### src/rtl/reset_source_pkg.sv
// Constants and carrier types for the reset-source bookkeeping block.
// Assumes a single 100 MHz core clock and an APB register port.
`default_nettype none
package reset_source_pkg;
	// Clock
	localparam int CLK_PERIOD_NS = 10;
	// Register byte offsets on APB
	localparam logic [7:0] ADDR_FILTER_WIDTH = 8'h00;
	localparam logic [7:0] ADDR_CAUSE_FLAGS = 8'h04;
	localparam logic [7:0] ADDR_PROG_CTRL_ONE = 8'h08;
	localparam logic [7:0] ADDR_CORE_STATUS = 8'h0C;
	localparam logic [7:0] ADDR_IRQ_STATUS = 8'h10;
	localparam logic [7:0] ADDR_IRQ_MASK = 8'h14;
	// Reset values
	localparam logic [1:0] FILTER_WIDTH_RST = 2'h1;
	localparam logic [3:0] CAUSE_FLAGS_RST = 4'h0;
	localparam logic [7:0] PROG_CTRL_RST = 8'h00;
	localparam logic [6:0] IRQ_RST = 7'h00;
	localparam logic [2:0] PIN_STABLE_RST = 3'h4;
	// Cause flag positions
	localparam int CAUSE_RCTRL_BIT = 3;
	localparam int CAUSE_BROWNOUT_BIT = 2;
	localparam int CAUSE_CFGERR_BIT = 1;
	localparam int CAUSE_WDTCFG_BIT = 0;
	// Core status positions
	localparam int STAT_TIMEOUT_BIT = 5;
	localparam int STAT_POWERDOWN_BIT = 4;
	// Pin indices into the synchroniser bank
	localparam int PIN_BROWNOUT_LOW = 0;
	localparam int PIN_SLOW_OSC = 1;
	localparam int PIN_EXT_RESET = 2;
	localparam int PIN_COUNT = 3;
	// Brown-out filter widths in slow oscillator ticks
	localparam logic [7:0] FILTER_TICKS_00 = 8'h08;
	localparam logic [7:0] FILTER_TICKS_01 = 8'h20;
	localparam logic [7:0] FILTER_TICKS_10 = 8'h40;
	localparam logic [7:0] FILTER_TICKS_11 = 8'h80;
	// Codes
	localparam logic [7:0] PROG_RESET_KEY = 8'h55;
	localparam logic [7:0] RCTRL_IO_CODE = 8'h55;
	localparam logic [7:0] RCTRL_PIN_CODE = 8'hAA;
	localparam logic [7:0] LEVEL_CODE_A = 8'h66;
	localparam logic [7:0] LEVEL_CODE_B = 8'h55;
	localparam logic [7:0] LEVEL_CODE_C = 8'h33;
	localparam logic [7:0] LEVEL_CODE_D = 8'h99;
	localparam logic [7:0] LEVEL_CODE_E = 8'hAA;
	localparam logic [7:0] LEVEL_DISABLE = 8'hF0;
	// Initialisation actions sent to the core
	typedef struct packed {
		logic clear_pc;
		logic clear_sp;
		logic clear_ptrs;
		logic clear_intc;
		logic port_ones;
		logic clear_wdt_tb;
		logic timers_off;
	} init_actions_type;
	localparam init_actions_type INIT_FULL = 7'h7F;
	localparam init_actions_type INIT_WARM = 7'h60;
	localparam init_actions_type INIT_NONE = 7'h00;
	// Reset events, one sticky interrupt bit each
	typedef struct packed {
		logic ext_pin;
		logic wdt_sleep;
		logic wdt_normal;
		logic prog_key;
		logic rctrl_illegal;
		logic level_illegal;
		logic brownout;
	} reset_events_type;
endpackage
`default_nettype wire

### src/rtl/reset_source_flags_and_init.sv
// Reset-source bookkeeping: brown-out filter, cause flags, init actions.
// Assumes i_rst_n is the power-on reset and the core applies o_init.
//
// The placing of the registers and the APB interface to the registers were decided locally.
`default_nettype none
module reset_source_flags_and_init (
	// Clock and power-on reset
	input wire logic i_core_clk,
	input wire logic i_rst_n,
	// APB slave
	input wire logic i_psel,
	input wire logic i_penable,
	input wire logic i_pwrite,
	input wire logic [7:0] i_paddr,
	input wire logic [31:0] i_pwdata,
	output logic o_pready,
	output logic [31:0] o_prdata,
	output logic o_pslverr,
	// Pins from outside the clock domain
	input wire logic i_brownout_low,
	input wire logic i_slow_osc_clk,
	input wire logic i_ext_reset_pin_n,
	// Core-side inputs on the same clock
	input wire logic i_sleep_mode,
	input wire logic i_wdt_timeout,
	input wire logic i_wdt_cfg_error,
	input wire logic [7:0] i_brownout_level_select,
	input wire logic [7:0] i_reset_pin_function_ctrl,
	// Outputs to the core
	output logic o_device_reset,
	output reset_source_pkg::init_actions_type o_init,
	output logic o_timeout_status_flag,
	output logic o_powerdown_status_flag,
	output logic [1:0] o_filter_width_code,
	// Interrupt
	output logic o_irq
);

	////////////////////////////////////////////////////////////////////////
	// Declarations

	logic [reset_source_pkg::PIN_COUNT-1:0] pin_raw;
	logic [reset_source_pkg::PIN_COUNT-1:0] sync1_q;
	logic [reset_source_pkg::PIN_COUNT-1:0] sync2_q;
	logic [reset_source_pkg::PIN_COUNT-1:0] sync3_q;
	logic [reset_source_pkg::PIN_COUNT-1:0] stable_q;
	logic [reset_source_pkg::PIN_COUNT-1:0] stable_d;
	logic [reset_source_pkg::PIN_COUNT-1:0] stable_prev_q;
	logic slow_tick;
	logic ext_fall;
	logic brownout_low;
	logic [1:0] filter_width_code_q;
	logic [3:0] cause_flags_q;
	logic [3:0] cause_flags_d;
	logic [3:0] cause_set;
	logic [3:0] cause_clr;
	logic [7:0] prog_ctrl_q;
	logic [6:0] irq_status_q;
	logic [6:0] irq_status_d;
	logic [6:0] irq_mask_q;
	logic [6:0] irq_clr;
	logic [7:0] filter_cnt_q;
	logic filter_done_q;
	logic [7:0] filter_limit;
	logic brownout_enabled;
	logic brownout_fire;
	logic level_illegal;
	logic level_illegal_q;
	logic rctrl_illegal;
	logic rctrl_illegal_q;
	logic ext_pin_selected;
	logic por_pending_q;
	logic full_reset;
	logic apb_setup;
	logic apb_access;
	logic wr_en;
	logic addr_mapped;
	logic [31:0] rd_data;
	logic pready_q;
	logic [31:0] prdata_q;
	logic pslverr_q;
	logic device_reset_q;
	reset_source_pkg::init_actions_type init_q;
	logic timeout_q;
	logic powerdown_q;
	logic irq_q;
	reset_source_pkg::reset_events_type events;

	////////////////////////////////////////////////////////////////////////
	// Pin synchronisers: three stages, a change counts when 2 and 3 agree

	assign pin_raw[reset_source_pkg::PIN_BROWNOUT_LOW] = i_brownout_low;
	assign pin_raw[reset_source_pkg::PIN_SLOW_OSC] = i_slow_osc_clk;
	assign pin_raw[reset_source_pkg::PIN_EXT_RESET] = i_ext_reset_pin_n;

	genvar gi;
	generate
		for (gi = 0; gi < reset_source_pkg::PIN_COUNT; gi++) begin : g_sync
			assign stable_d[gi] = (sync2_q[gi] == sync3_q[gi]) ?
				sync3_q[gi] : stable_q[gi];
			always_ff @(posedge i_core_clk) begin
				if (!i_rst_n) begin
					sync1_q[gi] <= reset_source_pkg::PIN_STABLE_RST[gi];
					sync2_q[gi] <= reset_source_pkg::PIN_STABLE_RST[gi];
					sync3_q[gi] <= reset_source_pkg::PIN_STABLE_RST[gi];
					stable_q[gi] <= reset_source_pkg::PIN_STABLE_RST[gi];
					stable_prev_q[gi] <= reset_source_pkg::PIN_STABLE_RST[gi];
				end else begin
					sync1_q[gi] <= pin_raw[gi];
					sync2_q[gi] <= sync1_q[gi];
					sync3_q[gi] <= sync2_q[gi];
					stable_q[gi] <= stable_d[gi];
					stable_prev_q[gi] <= stable_q[gi];
				end
			end
		end
	endgenerate

	assign brownout_low = stable_q[reset_source_pkg::PIN_BROWNOUT_LOW];
	assign slow_tick = stable_q[reset_source_pkg::PIN_SLOW_OSC] &
		!stable_prev_q[reset_source_pkg::PIN_SLOW_OSC];
	// The pin only resets when the reset-control value selects it
	assign ext_pin_selected =
		(i_reset_pin_function_ctrl == reset_source_pkg::RCTRL_PIN_CODE);
	assign ext_fall = ext_pin_selected &
		stable_prev_q[reset_source_pkg::PIN_EXT_RESET] &
		!stable_q[reset_source_pkg::PIN_EXT_RESET];

	////////////////////////////////////////////////////////////////////////
	// Configuration checks

	always_comb begin
		case (i_brownout_level_select)
			reset_source_pkg::LEVEL_CODE_A,
			reset_source_pkg::LEVEL_CODE_B,
			reset_source_pkg::LEVEL_CODE_C,
			reset_source_pkg::LEVEL_CODE_D,
			reset_source_pkg::LEVEL_CODE_E,
			reset_source_pkg::LEVEL_DISABLE: level_illegal = 1'b0;
			default: level_illegal = 1'b1;
		endcase
	end

	assign rctrl_illegal =
		(i_reset_pin_function_ctrl != reset_source_pkg::RCTRL_IO_CODE) &&
		(i_reset_pin_function_ctrl != reset_source_pkg::RCTRL_PIN_CODE);

	// Edge detect so a stuck illegal value resets once, not every cycle
	always_ff @(posedge i_core_clk) begin
		if (!i_rst_n) begin
			level_illegal_q <= 1'b0;
			rctrl_illegal_q <= 1'b0;
		end else begin
			level_illegal_q <= level_illegal;
			rctrl_illegal_q <= rctrl_illegal;
		end
	end

	////////////////////////////////////////////////////////////////////////
	// Brown-out filter

	// Tick phase is unknown at assertion, so N ticks span N-1 to N periods
	always_comb begin
		case (filter_width_code_q)
			2'h0: filter_limit = reset_source_pkg::FILTER_TICKS_00;
			2'h1: filter_limit = reset_source_pkg::FILTER_TICKS_01;
			2'h2: filter_limit = reset_source_pkg::FILTER_TICKS_10;
			default: filter_limit = reset_source_pkg::FILTER_TICKS_11;
		endcase
	end

	// Detector is off in sleep, when disabled, or on a bad level code
	assign brownout_enabled = !i_sleep_mode && !level_illegal &&
		(i_brownout_level_select != reset_source_pkg::LEVEL_DISABLE);

	assign brownout_fire = brownout_enabled && brownout_low && slow_tick &&
		!filter_done_q && (filter_cnt_q == filter_limit - 8'h01);

	always_ff @(posedge i_core_clk) begin
		if (!i_rst_n) begin
			filter_cnt_q <= 8'h00;
			filter_done_q <= 1'b0;
		end else if (!(brownout_enabled && brownout_low)) begin
			filter_cnt_q <= 8'h00;
			filter_done_q <= 1'b0;
		end else if (brownout_fire) begin
			filter_cnt_q <= 8'h00;
			filter_done_q <= 1'b1;
		end else if (slow_tick && !filter_done_q) begin
			filter_cnt_q <= filter_cnt_q + 8'h01;
		end
	end

	////////////////////////////////////////////////////////////////////////
	// Reset events

	assign events.brownout = brownout_fire;
	assign events.level_illegal = level_illegal && !level_illegal_q;
	assign events.rctrl_illegal = rctrl_illegal && !rctrl_illegal_q;
	assign events.prog_key = wr_en &&
		(i_paddr == reset_source_pkg::ADDR_PROG_CTRL_ONE) &&
		(i_pwdata[7:0] == reset_source_pkg::PROG_RESET_KEY);
	assign events.wdt_normal = i_wdt_timeout && !i_sleep_mode;
	assign events.wdt_sleep = i_wdt_timeout && i_sleep_mode;
	assign events.ext_pin = ext_fall;

	// Any reset other than the sleep watchdog one reloads the full state
	assign full_reset = por_pending_q || events.brownout ||
		events.level_illegal || events.rctrl_illegal || events.prog_key ||
		events.wdt_normal || events.ext_pin || i_wdt_cfg_error;

	always_ff @(posedge i_core_clk) begin
		if (!i_rst_n) begin
			por_pending_q <= 1'b1;
		end else begin
			por_pending_q <= 1'b0;
		end
	end

	always_ff @(posedge i_core_clk) begin
		if (!i_rst_n) begin
			device_reset_q <= 1'b0;
		end else begin
			device_reset_q <= (full_reset && !por_pending_q) ||
				events.wdt_sleep;
		end
	end

	// Power-on shows the full set during reset and one cycle after release
	always_ff @(posedge i_core_clk) begin
		if (!i_rst_n) begin
			init_q <= reset_source_pkg::INIT_FULL;
		end else if (full_reset) begin
			init_q <= reset_source_pkg::INIT_FULL;
		end else if (events.wdt_sleep) begin
			init_q <= reset_source_pkg::INIT_WARM;
		end else begin
			init_q <= reset_source_pkg::INIT_NONE;
		end
	end

	////////////////////////////////////////////////////////////////////////
	// Time-out and power-down status

	always_ff @(posedge i_core_clk) begin
		if (!i_rst_n) begin
			timeout_q <= 1'b0;
			powerdown_q <= 1'b0;
		end else if (events.wdt_sleep) begin
			timeout_q <= 1'b1;
			powerdown_q <= 1'b1;
		end else if (events.wdt_normal) begin
			timeout_q <= 1'b1;
		end else if (events.ext_pin && i_sleep_mode) begin
			timeout_q <= 1'b0;
			powerdown_q <= 1'b1;
		end
	end

	////////////////////////////////////////////////////////////////////////
	// APB slave, no wait states: pready rises in the first access cycle

	assign apb_setup = i_psel && !i_penable;
	assign apb_access = i_psel && i_penable && pready_q;
	assign wr_en = apb_access && i_pwrite && !pslverr_q;

	always_comb begin
		addr_mapped = 1'b1;
		rd_data = 32'h0000_0000;
		case (i_paddr)
			reset_source_pkg::ADDR_FILTER_WIDTH:
				rd_data[1:0] = filter_width_code_q;
			reset_source_pkg::ADDR_CAUSE_FLAGS:
				rd_data[3:0] = cause_flags_q;
			reset_source_pkg::ADDR_PROG_CTRL_ONE:
				rd_data[7:0] = prog_ctrl_q;
			reset_source_pkg::ADDR_CORE_STATUS: begin
				rd_data[reset_source_pkg::STAT_TIMEOUT_BIT] = timeout_q;
				rd_data[reset_source_pkg::STAT_POWERDOWN_BIT] = powerdown_q;
			end
			reset_source_pkg::ADDR_IRQ_STATUS:
				rd_data[6:0] = irq_status_q;
			reset_source_pkg::ADDR_IRQ_MASK:
				rd_data[6:0] = irq_mask_q;
			default:
				addr_mapped = 1'b0;
		endcase
	end

	always_ff @(posedge i_core_clk) begin
		if (!i_rst_n) begin
			pready_q <= 1'b0;
			prdata_q <= 32'h0000_0000;
			pslverr_q <= 1'b0;
		end else begin
			pready_q <= apb_setup;
			if (apb_setup) begin
				prdata_q <= i_pwrite ? 32'h0000_0000 : rd_data;
				pslverr_q <= !addr_mapped;
			end else if (!i_psel) begin
				prdata_q <= 32'h0000_0000;
				pslverr_q <= 1'b0;
			end
		end
	end

	////////////////////////////////////////////////////////////////////////
	// Software registers; power-on is their only reset, except program-control-one, which also clears on the key reset

	always_ff @(posedge i_core_clk) begin
		if (!i_rst_n) begin
			filter_width_code_q <= reset_source_pkg::FILTER_WIDTH_RST;
		end else if (wr_en &&
			(i_paddr == reset_source_pkg::ADDR_FILTER_WIDTH)) begin
			filter_width_code_q <= i_pwdata[1:0];
		end
	end

	// Program-control-one clears after firing so a read shows it disarmed
	always_ff @(posedge i_core_clk) begin
		if (!i_rst_n) begin
			prog_ctrl_q <= reset_source_pkg::PROG_CTRL_RST;
		end else if (events.prog_key) begin
			prog_ctrl_q <= reset_source_pkg::PROG_CTRL_RST;
		end else if (wr_en &&
			(i_paddr == reset_source_pkg::ADDR_PROG_CTRL_ONE)) begin
			prog_ctrl_q <= i_pwdata[7:0];
		end
	end

	// Cause flags: a write of zero clears, hardware only sets; set wins
	always_comb begin
		cause_set = 4'h0;
		cause_set[reset_source_pkg::CAUSE_RCTRL_BIT] =
			events.rctrl_illegal;
		cause_set[reset_source_pkg::CAUSE_BROWNOUT_BIT] =
			events.brownout;
		cause_set[reset_source_pkg::CAUSE_CFGERR_BIT] =
			events.level_illegal;
		cause_set[reset_source_pkg::CAUSE_WDTCFG_BIT] = i_wdt_cfg_error;
		cause_clr = 4'h0;
		if (wr_en && (i_paddr == reset_source_pkg::ADDR_CAUSE_FLAGS)) begin
			cause_clr = ~i_pwdata[3:0];
		end
		cause_flags_d = (cause_flags_q & ~cause_clr) | cause_set;
	end

	always_ff @(posedge i_core_clk) begin
		if (!i_rst_n) begin
			cause_flags_q <= reset_source_pkg::CAUSE_FLAGS_RST;
		end else begin
			cause_flags_q <= cause_flags_d;
		end
	end

	////////////////////////////////////////////////////////////////////////
	// Interrupts: sticky status, write one to clear, set wins

	always_comb begin
		irq_clr = 7'h00;
		if (wr_en && (i_paddr == reset_source_pkg::ADDR_IRQ_STATUS)) begin
			irq_clr = i_pwdata[6:0];
		end
		irq_status_d = (irq_status_q & ~irq_clr) | events;
	end

	always_ff @(posedge i_core_clk) begin
		if (!i_rst_n) begin
			irq_status_q <= reset_source_pkg::IRQ_RST;
		end else begin
			irq_status_q <= irq_status_d;
		end
	end

	always_ff @(posedge i_core_clk) begin
		if (!i_rst_n) begin
			irq_mask_q <= reset_source_pkg::IRQ_RST;
		end else if (wr_en && (i_paddr == reset_source_pkg::ADDR_IRQ_MASK)) begin
			irq_mask_q <= i_pwdata[6:0];
		end
	end

	always_ff @(posedge i_core_clk) begin
		if (!i_rst_n) begin
			irq_q <= 1'b0;
		end else begin
			irq_q <= |(irq_status_d & irq_mask_q);
		end
	end

	////////////////////////////////////////////////////////////////////////
	// Outputs

	assign o_pready = pready_q;
	assign o_prdata = prdata_q;
	assign o_pslverr = pslverr_q;
	assign o_device_reset = device_reset_q;
	assign o_init = init_q;
	assign o_timeout_status_flag = timeout_q;
	assign o_powerdown_status_flag = powerdown_q;
	assign o_filter_width_code = filter_width_code_q;
	assign o_irq = irq_q;

endmodule // reset_source_flags_and_init
`default_nettype wire

### config.mk
export PLATFORM = sky130hd
export DESIGN_NAME = reset_source_flags_and_init
export DESIGN_NICKNAME = d
export VERILOG_FILES = /design/src/rtl/reset_source_pkg.sv /design/src/rtl/reset_source_flags_and_init.sv
export SDC_FILE = /design/constraint.sdc
export NUM_CORES = 1
export LEC_CHECK = 0
export BUFFER_PORTS_ARGS = -buffer_cell sky130_fd_sc_hd__clkbuf_2
export CAP_MARGIN = 40
export CORE_ASPECT_RATIO = 0.5
export CORE_MARGIN = 2
export CORE_UTILIZATION = 35
export DETAILED_ROUTE_END_ITERATION = 10
export SLEW_MARGIN = 10
export SYNTH_ARGS = -nofsm -noshare
export SYNTH_HDL_FRONTEND = slang
export SYNTH_SLANG_ARGS = --single-unit
### constraint.sdc
create_clock -name i_core_clk -period 2.7 [get_ports i_core_clk]
set_clock_uncertainty 0.2 [all_clocks]
set_input_delay 0.405 -clock i_core_clk [delete_from_list [all_inputs] [get_ports i_core_clk]]
set_output_delay 0.405 -clock i_core_clk [all_outputs]
set_load 0.1 [all_outputs]
==> results.toml, run 1 <==
[clock_tree]
clock_latency_ps = 330
cts-root-buf = "clkbuf_16"
cts_tree = "built"
cts_sinks = 70
cts-resized-gates = 0
cts_buffer_depth = 2
cts_buffers = 9
path_clk_slew_ps = 50
cts_hold_buffers = 0
htreeDepth = 3
cts_setup_buffers = 0

[timing]
hold_viol_final = 0
period_share = 0.862
setup_viol = 0
rsz0062_at_grt = "false"
slew_headroom = 0.637
worst_pin_slew_ps = 547
period_needed_ps = 2330
slew_violations = 0
fin_setup_tns_ps = 0
max_freq_mhz = 430

[setup_path]
critPathKind = "input pin to register"
cp.required_ps = 2720
cp-end-kind = "register"
crit_path_start_kind = "input pin"
critPathMaxFanout = 4
arrival_ps = 2340

[synth]
yosysSeqAreaShare = 0.428
synth_area_leaders = "dfxtp_1 (43%), buf_4 (6.9%), nor2_1 (4.5%), a21oi_1 (4.0%), nor4bb_1 (4.0%)"
synth_compound_area_frac = 0.149
ys_warn_count = 0
syn_area_um2 = 3270
synth_top_family_by_area = "simple AND/OR/NAND/NOR gates"
yosys.area_share.xor_xnor = 0.0268
synth_cell_type_count = 49
synth_adder_area_share = 0.00382
ys_ff_latch = 70
yosysTopAreaCell = "dfxtp_1"
syn_inst = 372
synth_top_cell_area_share = 0.428
synth_area_per_cell_um2 = 8.80
muxShareOfSynthArea = 0.0367
synthArstFlopShare = 0
synth_edf_count = 0
synthSimpleGateAreaFrac = 0.258
ys.flop_type = "dfxtp_1"

[floorplan]
core_um2 = 8890
fp.dieH_um = 72.4
rows = 24
io_pins = 114
die-area_um2 = 10200
die_w_um = 141
initial_core_util = 0.368

[place]
dp_hpwl_um = 5780
io_buffers = 65
gp_congestion = 0.762

[finish]
drive_gt1_frac = 0.228
fin_nets = 512
postLayoutCoreUtil = 0.443
area_delta_synth_final_pct = 20.4
multiInputGateArea_um2 = 1640
ff_latch_area_um2 = 1400
fillers = 895
num_antenna_cells = 0

[hold_path]
hold_path_class = "input pin to register"

[pwr]
p_leak_nw = 1.56
ir_worst_vdd_mv = 0.304
powerDensity_nw_per_um2 = 627

[grt]
gr-usage-all-layers = 0.157
grt_pass1_wl_um = 12500
antenna_found_initial = 0
first_global_vias = 2537
overflow = 0
grt_max_degree = 29

[detailed_routing]
via_per_inst = 4.94
wl_per_cell_um = 13.6
drt_iter0_markers = 140
dr.pass1.iters = 4
ant_nets = 0
wl_um = 7670
vias = 2790
drc = 0

[run_status]
outcome = "complete, no violations"

[run]
maxCapViolations = 0
-- synthesized netlist by cell type (all sizes together), types with 5 or more instances --
| library cell | number |
|---|---|
| dfxtp | 70 |
| nor2 | 39 |
| buf | 35 |
| nand2 | 34 |
| a21oi | 26 |
| a22oi | 16 |
| o21ai | 14 |
| nor4bb | 13 |
| mux2i | 12 |
| nand3 | 11 |
| and2 | 10 |
| clkbuf | 9 |
| nand2b | 9 |
| inv | 8 |
| nor4 | 6 |
| xor2 | 6 |
| o22ai | 5 |
-- worst max-delay path: stages --
cell and delay [ps]:
clkbuf_2 90, or4_4 560, nor4_4 220, buf_4 180
nand2_2 50, a21bo_1 190, a2111o_1 400, o31a_1 240
-- power by group --
group          switching [mW]  total [mW]  internal (mW)
registers              0.0103        1.07           1.06
clock network           0.407        1.07          0.665
logic                   0.269       0.334         0.0649
total                   0.687        2.47           1.79
-- through the flow --
step,setup slack [ps],cells,total power [mW],cell area (um^2),hold WS [ps]
final,373,565,2.47,3940,58.4
after global routing,170,565,2.57,3940,62.7
after CTS,367,565,2.51,3940,52.5
after detailed placement,40.0,550,1.42,3670,193
after global placement,40.9,550,1.42,3670,191
after floorplan,32.7,395,1.37,3360,186
-- per-layer routing --
layer	routed length (um)	global-route usage	vias up
li1	-	-	1411
met1	3730	0.210	1277
met2	3370	0.240	96
met3	496	0.0508	6
met5	0	0	-
met4	72	0.0544	0
-- layout by cell type, fill, tap and decap left out, drive strengths merged, types with 2 or more instances in the layout --
| master | instances |
|---|---|
| a21oi | 26 |
| a221oi | 4 |
| a22o | 2 |
| a22oi | 16 |
| a31oi | 3 |
| and2 | 10 |
| and3 | 4 |
| and4 | 4 |
| buf | 17 |
| clkbuf | 79 |
| conb | 24 |
| dfxtp | 70 |
| inv | 8 |
| mux2i | 12 |
| nand2 | 34 |
| nand2b | 9 |
| nand3 | 11 |
| nand3b | 4 |
| nor2 | 39 |
| nor2b | 3 |
| nor3 | 2 |
| nor3b | 3 |
| nor4 | 6 |
| nor4b | 2 |
| nor4bb | 13 |
| o21ai | 14 |
| o22ai | 5 |
| or4 | 2 |
| or4b | 2 |
| xnor2 | 4 |
| xor2 | 6 |
-- state kept, by name (all words and copies together), names as in the netlist, 3 cells and up --
register / flops
filter_cnt_q: 8
o_prdata: 8
prog_ctrl_q: 8
irq_mask_q: 7
irq_status_q: 7
cause_flags_q: 4
sync1_q: 3
sync2_q: 3
sync3_q: 3
-- kinds of logic after synthesis --
group	after synthesis
adders and majority gates	1
DFF	70
AOI/OAI and AO/OA	77
buffers and inverters	52
and+or+nand+nor	149
muxes	12
xor gates and xnor gates	10
other	1
-- worst paths after layout --
path                           from        endpoint  slack (ps)  cells after the start
setup / recovery         i_paddr[3]           o_irq         370                      8
hold / removal    i_ext_reset_pin_n      sync1_q[2]          60                      2
setup reg to reg        stable_q[1]  o_device_reset         440                      6
hold reg to reg          sync1_q[2]      sync2_q[2]         200                      1
-- area by class of cell --
type	count	share of cell area
timing repair buffer	82	0.115
sequential	70	0.356
clock inverter	1	0.00127
inverter	8	0.00762
multi-input combinational	273	0.416
tap	117	0.0371
clock buffer	14	0.0670
No activity file was read; power rests on OpenSTA's default activity.
==> run 2, diff against run 1 <==
Settings changed: CORE_UTILIZATION 35 to 43, PLACE_DENSITY set to 0.73.
==> run 2 against run 1 <==
Routed wire length shrank 2.7%. Worst hold slack worse by 11 ps. Cell area is 0.48% lower. Combinational power barely moved. Register-to-register slack about the same. Power decreased by 0.53%. Clock power about the same. Sequential cell count stayed put. Critical path type unchanged. Largest power group unchanged. Highest routed layer unchanged.
==> results.toml, run 2 (synthesized netlist as in run 1, its figures left out) <==
[run_status]
outcome = "complete, no violations"

[timing]
worst_pin_slew_ps = 555
period_share = 0.856
holdWs_ps = 47.0
slew_violations = 0
hold_viol_final = 0
setup_viol = 0
max_freq_mhz = 433
rsz0062_at_grt = "false"
fin_setup_tns_ps = 0
period_needed_ps = 2310
slew_headroom = 0.632

[detailed_routing]
ant_nets = 0
drc = 0
via_per_inst = 5.12
wl_per_cell_um = 13.7
vias = 2795
drt_iter0_markers = 143
dr.pass1.iters = 4
wl_um = 7460

[run]
maxCapViolations = 0

[pwr]
clkPwrFrac = 0.431
p_leak_nw = 1.57
power.share.switching = 0.284
ir_worst_vdd_mv = 0.341
p_sw_mw = 0.697
combPwrFrac = 0.136
powerDensity_nw_per_um2 = 627
internal-power_mw = 1.76
p_seq_frac = 0.433

[clock_tree]
path_clk_slew_ps = 50
clock_latency_ps = 330
cts_setup_buffers = 0
cts-root-buf = "clkbuf_16"
cts_sinks = 70
cts_buffers = 9
htreeDepth = 3
cts_buffer_depth = 2
cts_tree = "built"
cts-resized-gates = 0
cts_hold_buffers = 0

[floorplan]
fp.dieH_um = 65.7
io_pins = 114
rows = 22
core_um2 = 7350
die_w_um = 127
initial_core_util = 0.445
die-area_um2 = 8370

[grt]
grt_max_degree = 29
antenna_found_initial = 0
grt_pass1_wl_um = 12200
gr-usage-all-layers = 0.189
first_global_vias = 2535
overflow = 0

[place]
gp_congestion = 0.824
io_buffers = 65
dp_hpwl_um = 5520

[finish]
ff_latch_area_um2 = 1400
num_antenna_cells = 0
area_delta_synth_final_pct = 19.8
final_common_cell = "dfxtp_1"
drive_gt1_frac = 0.233
fin_nets = 513
fillers = 690
multiInputGateArea_um2 = 1640
mostFrequentLayoutCells = "dfxtp_1 (69), clkbuf_2 (65), nor2_1 (39)"

[setup_path]
arrival_ps = 2330
cp-end-kind = "register"
critPathKind = "input pin to register"
max_stage_delay_ps = 560
cp.required_ps = 2720
worst_path_max_delay_cell = "or4_4"
critPathMaxFanout = 4
crit_path_start_kind = "input pin"
crit_chain = "clkbuf_2, or4_4, nor4_4, buf_4, nand2_2, a21bo_1, a2111o_1, o31a_1"

[hold_path]
hold_path_class = "input pin to register"
## run 2: layout make-up
cell class,instances,share of cell area
Clock buffer,12,0.0628
Clock inverter,4,0.00574
Inverter,8,0.00766
Multi-Input combinational cell,273,0.418
Sequential cell,70,0.358
Tap cell,96,0.0306
Timing Repair Buffer,83,0.117
## run 2: layer usage
layer  vias to the layer above  GRT usage  part of all wire
li1                       1418          -                 -
met1                      1283      0.246              0.48
met2                        82      0.294              0.44
met3                        12     0.0619             0.061
met4                         0     0.0728             0.015
met5                         -          0                 0
## run 2: path summary, 6_finish.rpt
kind | startpoint | end | slack (ps) | cells after the start
min reg2reg | sync1_q[2] | sync2_q[2] | 200 | 1
max | i_paddr[3] | o_irq | 390 | 8
min | i_ext_reset_pin_n | sync1_q[2] | 50 | 2
max reg2reg | stable_q[1] | o_device_reset | 450 | 6
## run 2: through the flow
stage / power [mW] / std cells / instance area (um^2) / setup slack [ps] / utilization
2_1_floorplan: 1.37 / 395 / 3360 / 32.7 / -
4_1_cts: 2.48 / 546 / 3920 / 385 / 0.534
6_report: 2.46 / 546 / 3920 / 388 / 0.534
3_5_place_dp: 1.42 / 530 / 3650 / 44.1 / 0.497
3_3_place_gp: 1.42 / 530 / 3650 / 62.9 / 0.497
5_1_grt: 2.55 / 546 / 3920 / 210 / 0.534
## run 2: power groups by stage
| stage | clock [mW] | combinational (mW) | sequential, mW |
|---|---|---|---|
| detailed placement | 0 | 0.332 | 1.09 |
| finish | 1.06 | 0.334 | 1.07 |
| CTS | 1.08 | 0.333 | 1.07 |
| global placement | 0 | 0.331 | 1.09 |
| floorplan | 0 | 0.252 | 1.12 |
| global route | 1.13 | 0.352 | 1.07 |
## run 2: critical path: cells and delay by family
family / cells / cell delay, ps
simple gates: 3 / 830
buf+inv: 2 / 270
compound gates: 3 / 820
==> run 3, diff against run 2 <==
Settings changed: ABC_AREA set to 1, PLACE_DENSITY 0.73 to 0.72.
==> run 3 against run 2 <==
Power rose by 9.1%. Worst hold slack better by 3.6 ps. Critical endpoint is now o_filter_width_code[0]. Via count up 12%. Maximum frequency grew 26%. Sequential share of layout area fell by 2.0 points. Sequential cell count unchanged. Utilization down 1.3 points. Cell count up 21%.
==> results.toml, run 3 <==
[finish]
ff_latch_area_um2 = 1400
fin_nets = 612
instances_no_fill = 661
final_common_cell = "nand2_1"
stdcell_area_um2 = 4150
area_delta_synth_final_pct = 18.1
num_antenna_cells = 0
fillers = 779
multiInputGateArea_um2 = 1740
drive_gt1_frac = 0.237
mostFrequentLayoutCells = "nand2_1 (114), dfxtp_1 (70), clkbuf_2 (65)"
postLayoutCoreUtil = 0.520

[synth]
synthArstFlopShare = 0
ys_warn_count = 0
synth_edf_count = 0
ys_ff_latch = 70
syn_area_um2 = 3510
synth_cell_type_count = 41
synth_top_cell_area_share = 0.399
yosysMostFrequentCell = "nand2_1"
ys.flop_type = "dfxtp_1"
yosysTopAreaCell = "dfxtp_1"
synth_area_leaders = "dfxtp_1 (40%), nand2_1 (12%), buf_4 (6.6%), a21oi_1 (6.4%), nor2_1 (4.9%)"
synth_commonest_cells = "nand2_1 (114), dfxtp_1 (70), nor2_1 (46)"
yosysSeqAreaShare = 0.399
synth_area_per_cell_um2 = 7.33
syn_inst = 479

[timing]
setup_viol = 0
max_freq_mhz = 545
slew_headroom = 0.633
rsz0062_at_grt = "false"
hold_viol_final = 0
fin_setup_tns_ps = 0
period_needed_ps = 1830
worst_pin_slew_ps = 553
slew_violations = 0
period_share = 0.679
finalWorstSetupSlack_ps = 867

[grt]
grt_max_degree = 22
antenna_found_initial = 0
first_global_vias = 2767
met3_usage = 0.0652
gr-usage-all-layers = 0.183
top_usage_layer = "met2"
overflow = 0
use_met1 = 0.232
grt_pass1_wl_um = 12800
met2_usage = 0.302

[setup_path]
setup.worst_path.end = "o_filter_width_code[0]"
crit_start = "o_filter_width_code[0]"
critPathMaxFanout = 5
max_stage_delay_ps = 490
crit_chain = "clkbuf_2"
r2r_start = "o_pslverr"
r2r_slack_ps = 940
path_buf_inv = 1
cp-end-kind = "output pin"
rr_endpoint = "o_device_reset"
cp.required_ps = 2100
arrival_ps = 1230
path_depth = 1
critPathTopFamily = "buffers and inverters"
critPathKind = "register to output pin"
crit_path_start_kind = "register"
r2r_cells = 9
worst_path_max_delay_cell = "clkbuf_2"

[clock_tree]
cts_buffer_depth = 2
cts_tree = "built"
htreeDepth = 3
cts_sinks = 70
cts-root-buf = "clkbuf_16"
cts_buffers = 9
cts-resized-gates = 0
cts_hold_buffers = 0
path_clk_slew_ps = 50
clock_latency_ps = 330
cts_setup_buffers = 0

[place]
place_area_um2 = 3820
dp_hpwl_um = 5740
pre_cts_slack_ps = 659
gp_congestion = 0.867
dp_cells = 645
io_buffers = 65

[run_status]
outcome = "complete, no violations"

[floorplan]
io_pins = 114
fp.dieH_um = 67.9
die-area_um2 = 8950
core_um2 = 7970
die_w_um = 132
rows = 23
initial_core_util = 0.441

[detailed_routing]
drc = 0
dr.pass1.iters = 5
ant_nets = 0
wl_per_cell_um = 11.7
drt_iter0_markers = 193
vias = 3136
via_per_inst = 4.74
wl_um = 7700

[run]
maxCapViolations = 0

[pwr]
p_leak_nw = 1.97
ir_worst_vdd_mv = 0.337
powerDensity_nw_per_um2 = 646

[hold_path]
hold_path_class = "input pin to register"
## run 3: cell types whose count changed after synthesis, sizes merged, moves of 16 or more
cell	change
nand2	+88
a21oi	+21
a22oi	-16
inv	+42
nor2	+20
nand3	+19
## run 3: cells by family (layout without fill, tap and decap cells)
| kind of cell | count (synthesis) | in the layout | synth area share |
|---|---|---|---|
| fa+ha+maj | 1 | 1 | 0.00356 |
| xor+xnor | 3 | 3 | 0.00748 |
| buf+inv | 89 | 136 | 0.131 |
| simple gates | 238 | 238 | 0.340 |
| compound gates | 77 | 77 | 0.118 |
| other cells | 1 | 24 | 0.00107 |
| flops | 70 | 70 | 0.399 |
## run 3: where the power goes
| group | switching (mW) | total (mW) | internal, mW |
|---|---|---|---|
| Clock | 0.445 | 1.27 | 0.830 |
| Combinational | 0.283 | 0.342 | 0.0583 |
| Sequential | 0.0113 | 1.07 | 1.05 |
## run 3: area by class of cell
class / instances / area share
clock buffer: 10 / 0.0576
clock inverter: 6 / 0.0205
inverter: 52 / 0.0473
multi-input combinational: 343 / 0.419
sequential: 70 / 0.338
tap: 112 / 0.0338
timing repair buffer: 68 / 0.0838
## run 3: stage by stage
stage / total power [mW] / hold WS (ps)
floorplan: 1.38 / 190
global route: 2.77 / 56.7
global placement: 1.42 / 192
detailed placement: 1.43 / 198
finish: 2.68 / 50.6
CTS: 2.70 / 43.8
## run 3: tightest hold or removal path, stage by stage
cell,delay [ps]
clkbuf_2,70
nand2_1,40
inv_1,40
## run 3: worst min path at each step
stage | from | to | slack [ps] | cells after the start
2_1_floorplan | sync1_q[0] | sync2_q[0] | 190 | 2
3_3_place_gp | sync1_q[1] | sync2_q[1] | 190 | 2
3_5_place_dp | sync1_q[2] | sync2_q[2] | 200 | 1
4_1_cts | i_brownout_low | sync1_q[0] | 40 | 3
5_1_grt | i_brownout_low | sync1_q[0] | 60 | 3
6_report | i_brownout_low | sync1_q[0] | 50 | 3
## run 3: metal layers
layer | up-vias | share of wire
met1 | 1393 | 0.47
met4 | 0 | 0.014
met3 | 13 | 0.078
met2 | 113 | 0.43
met5 | - | 0
li1 | 1617 | -
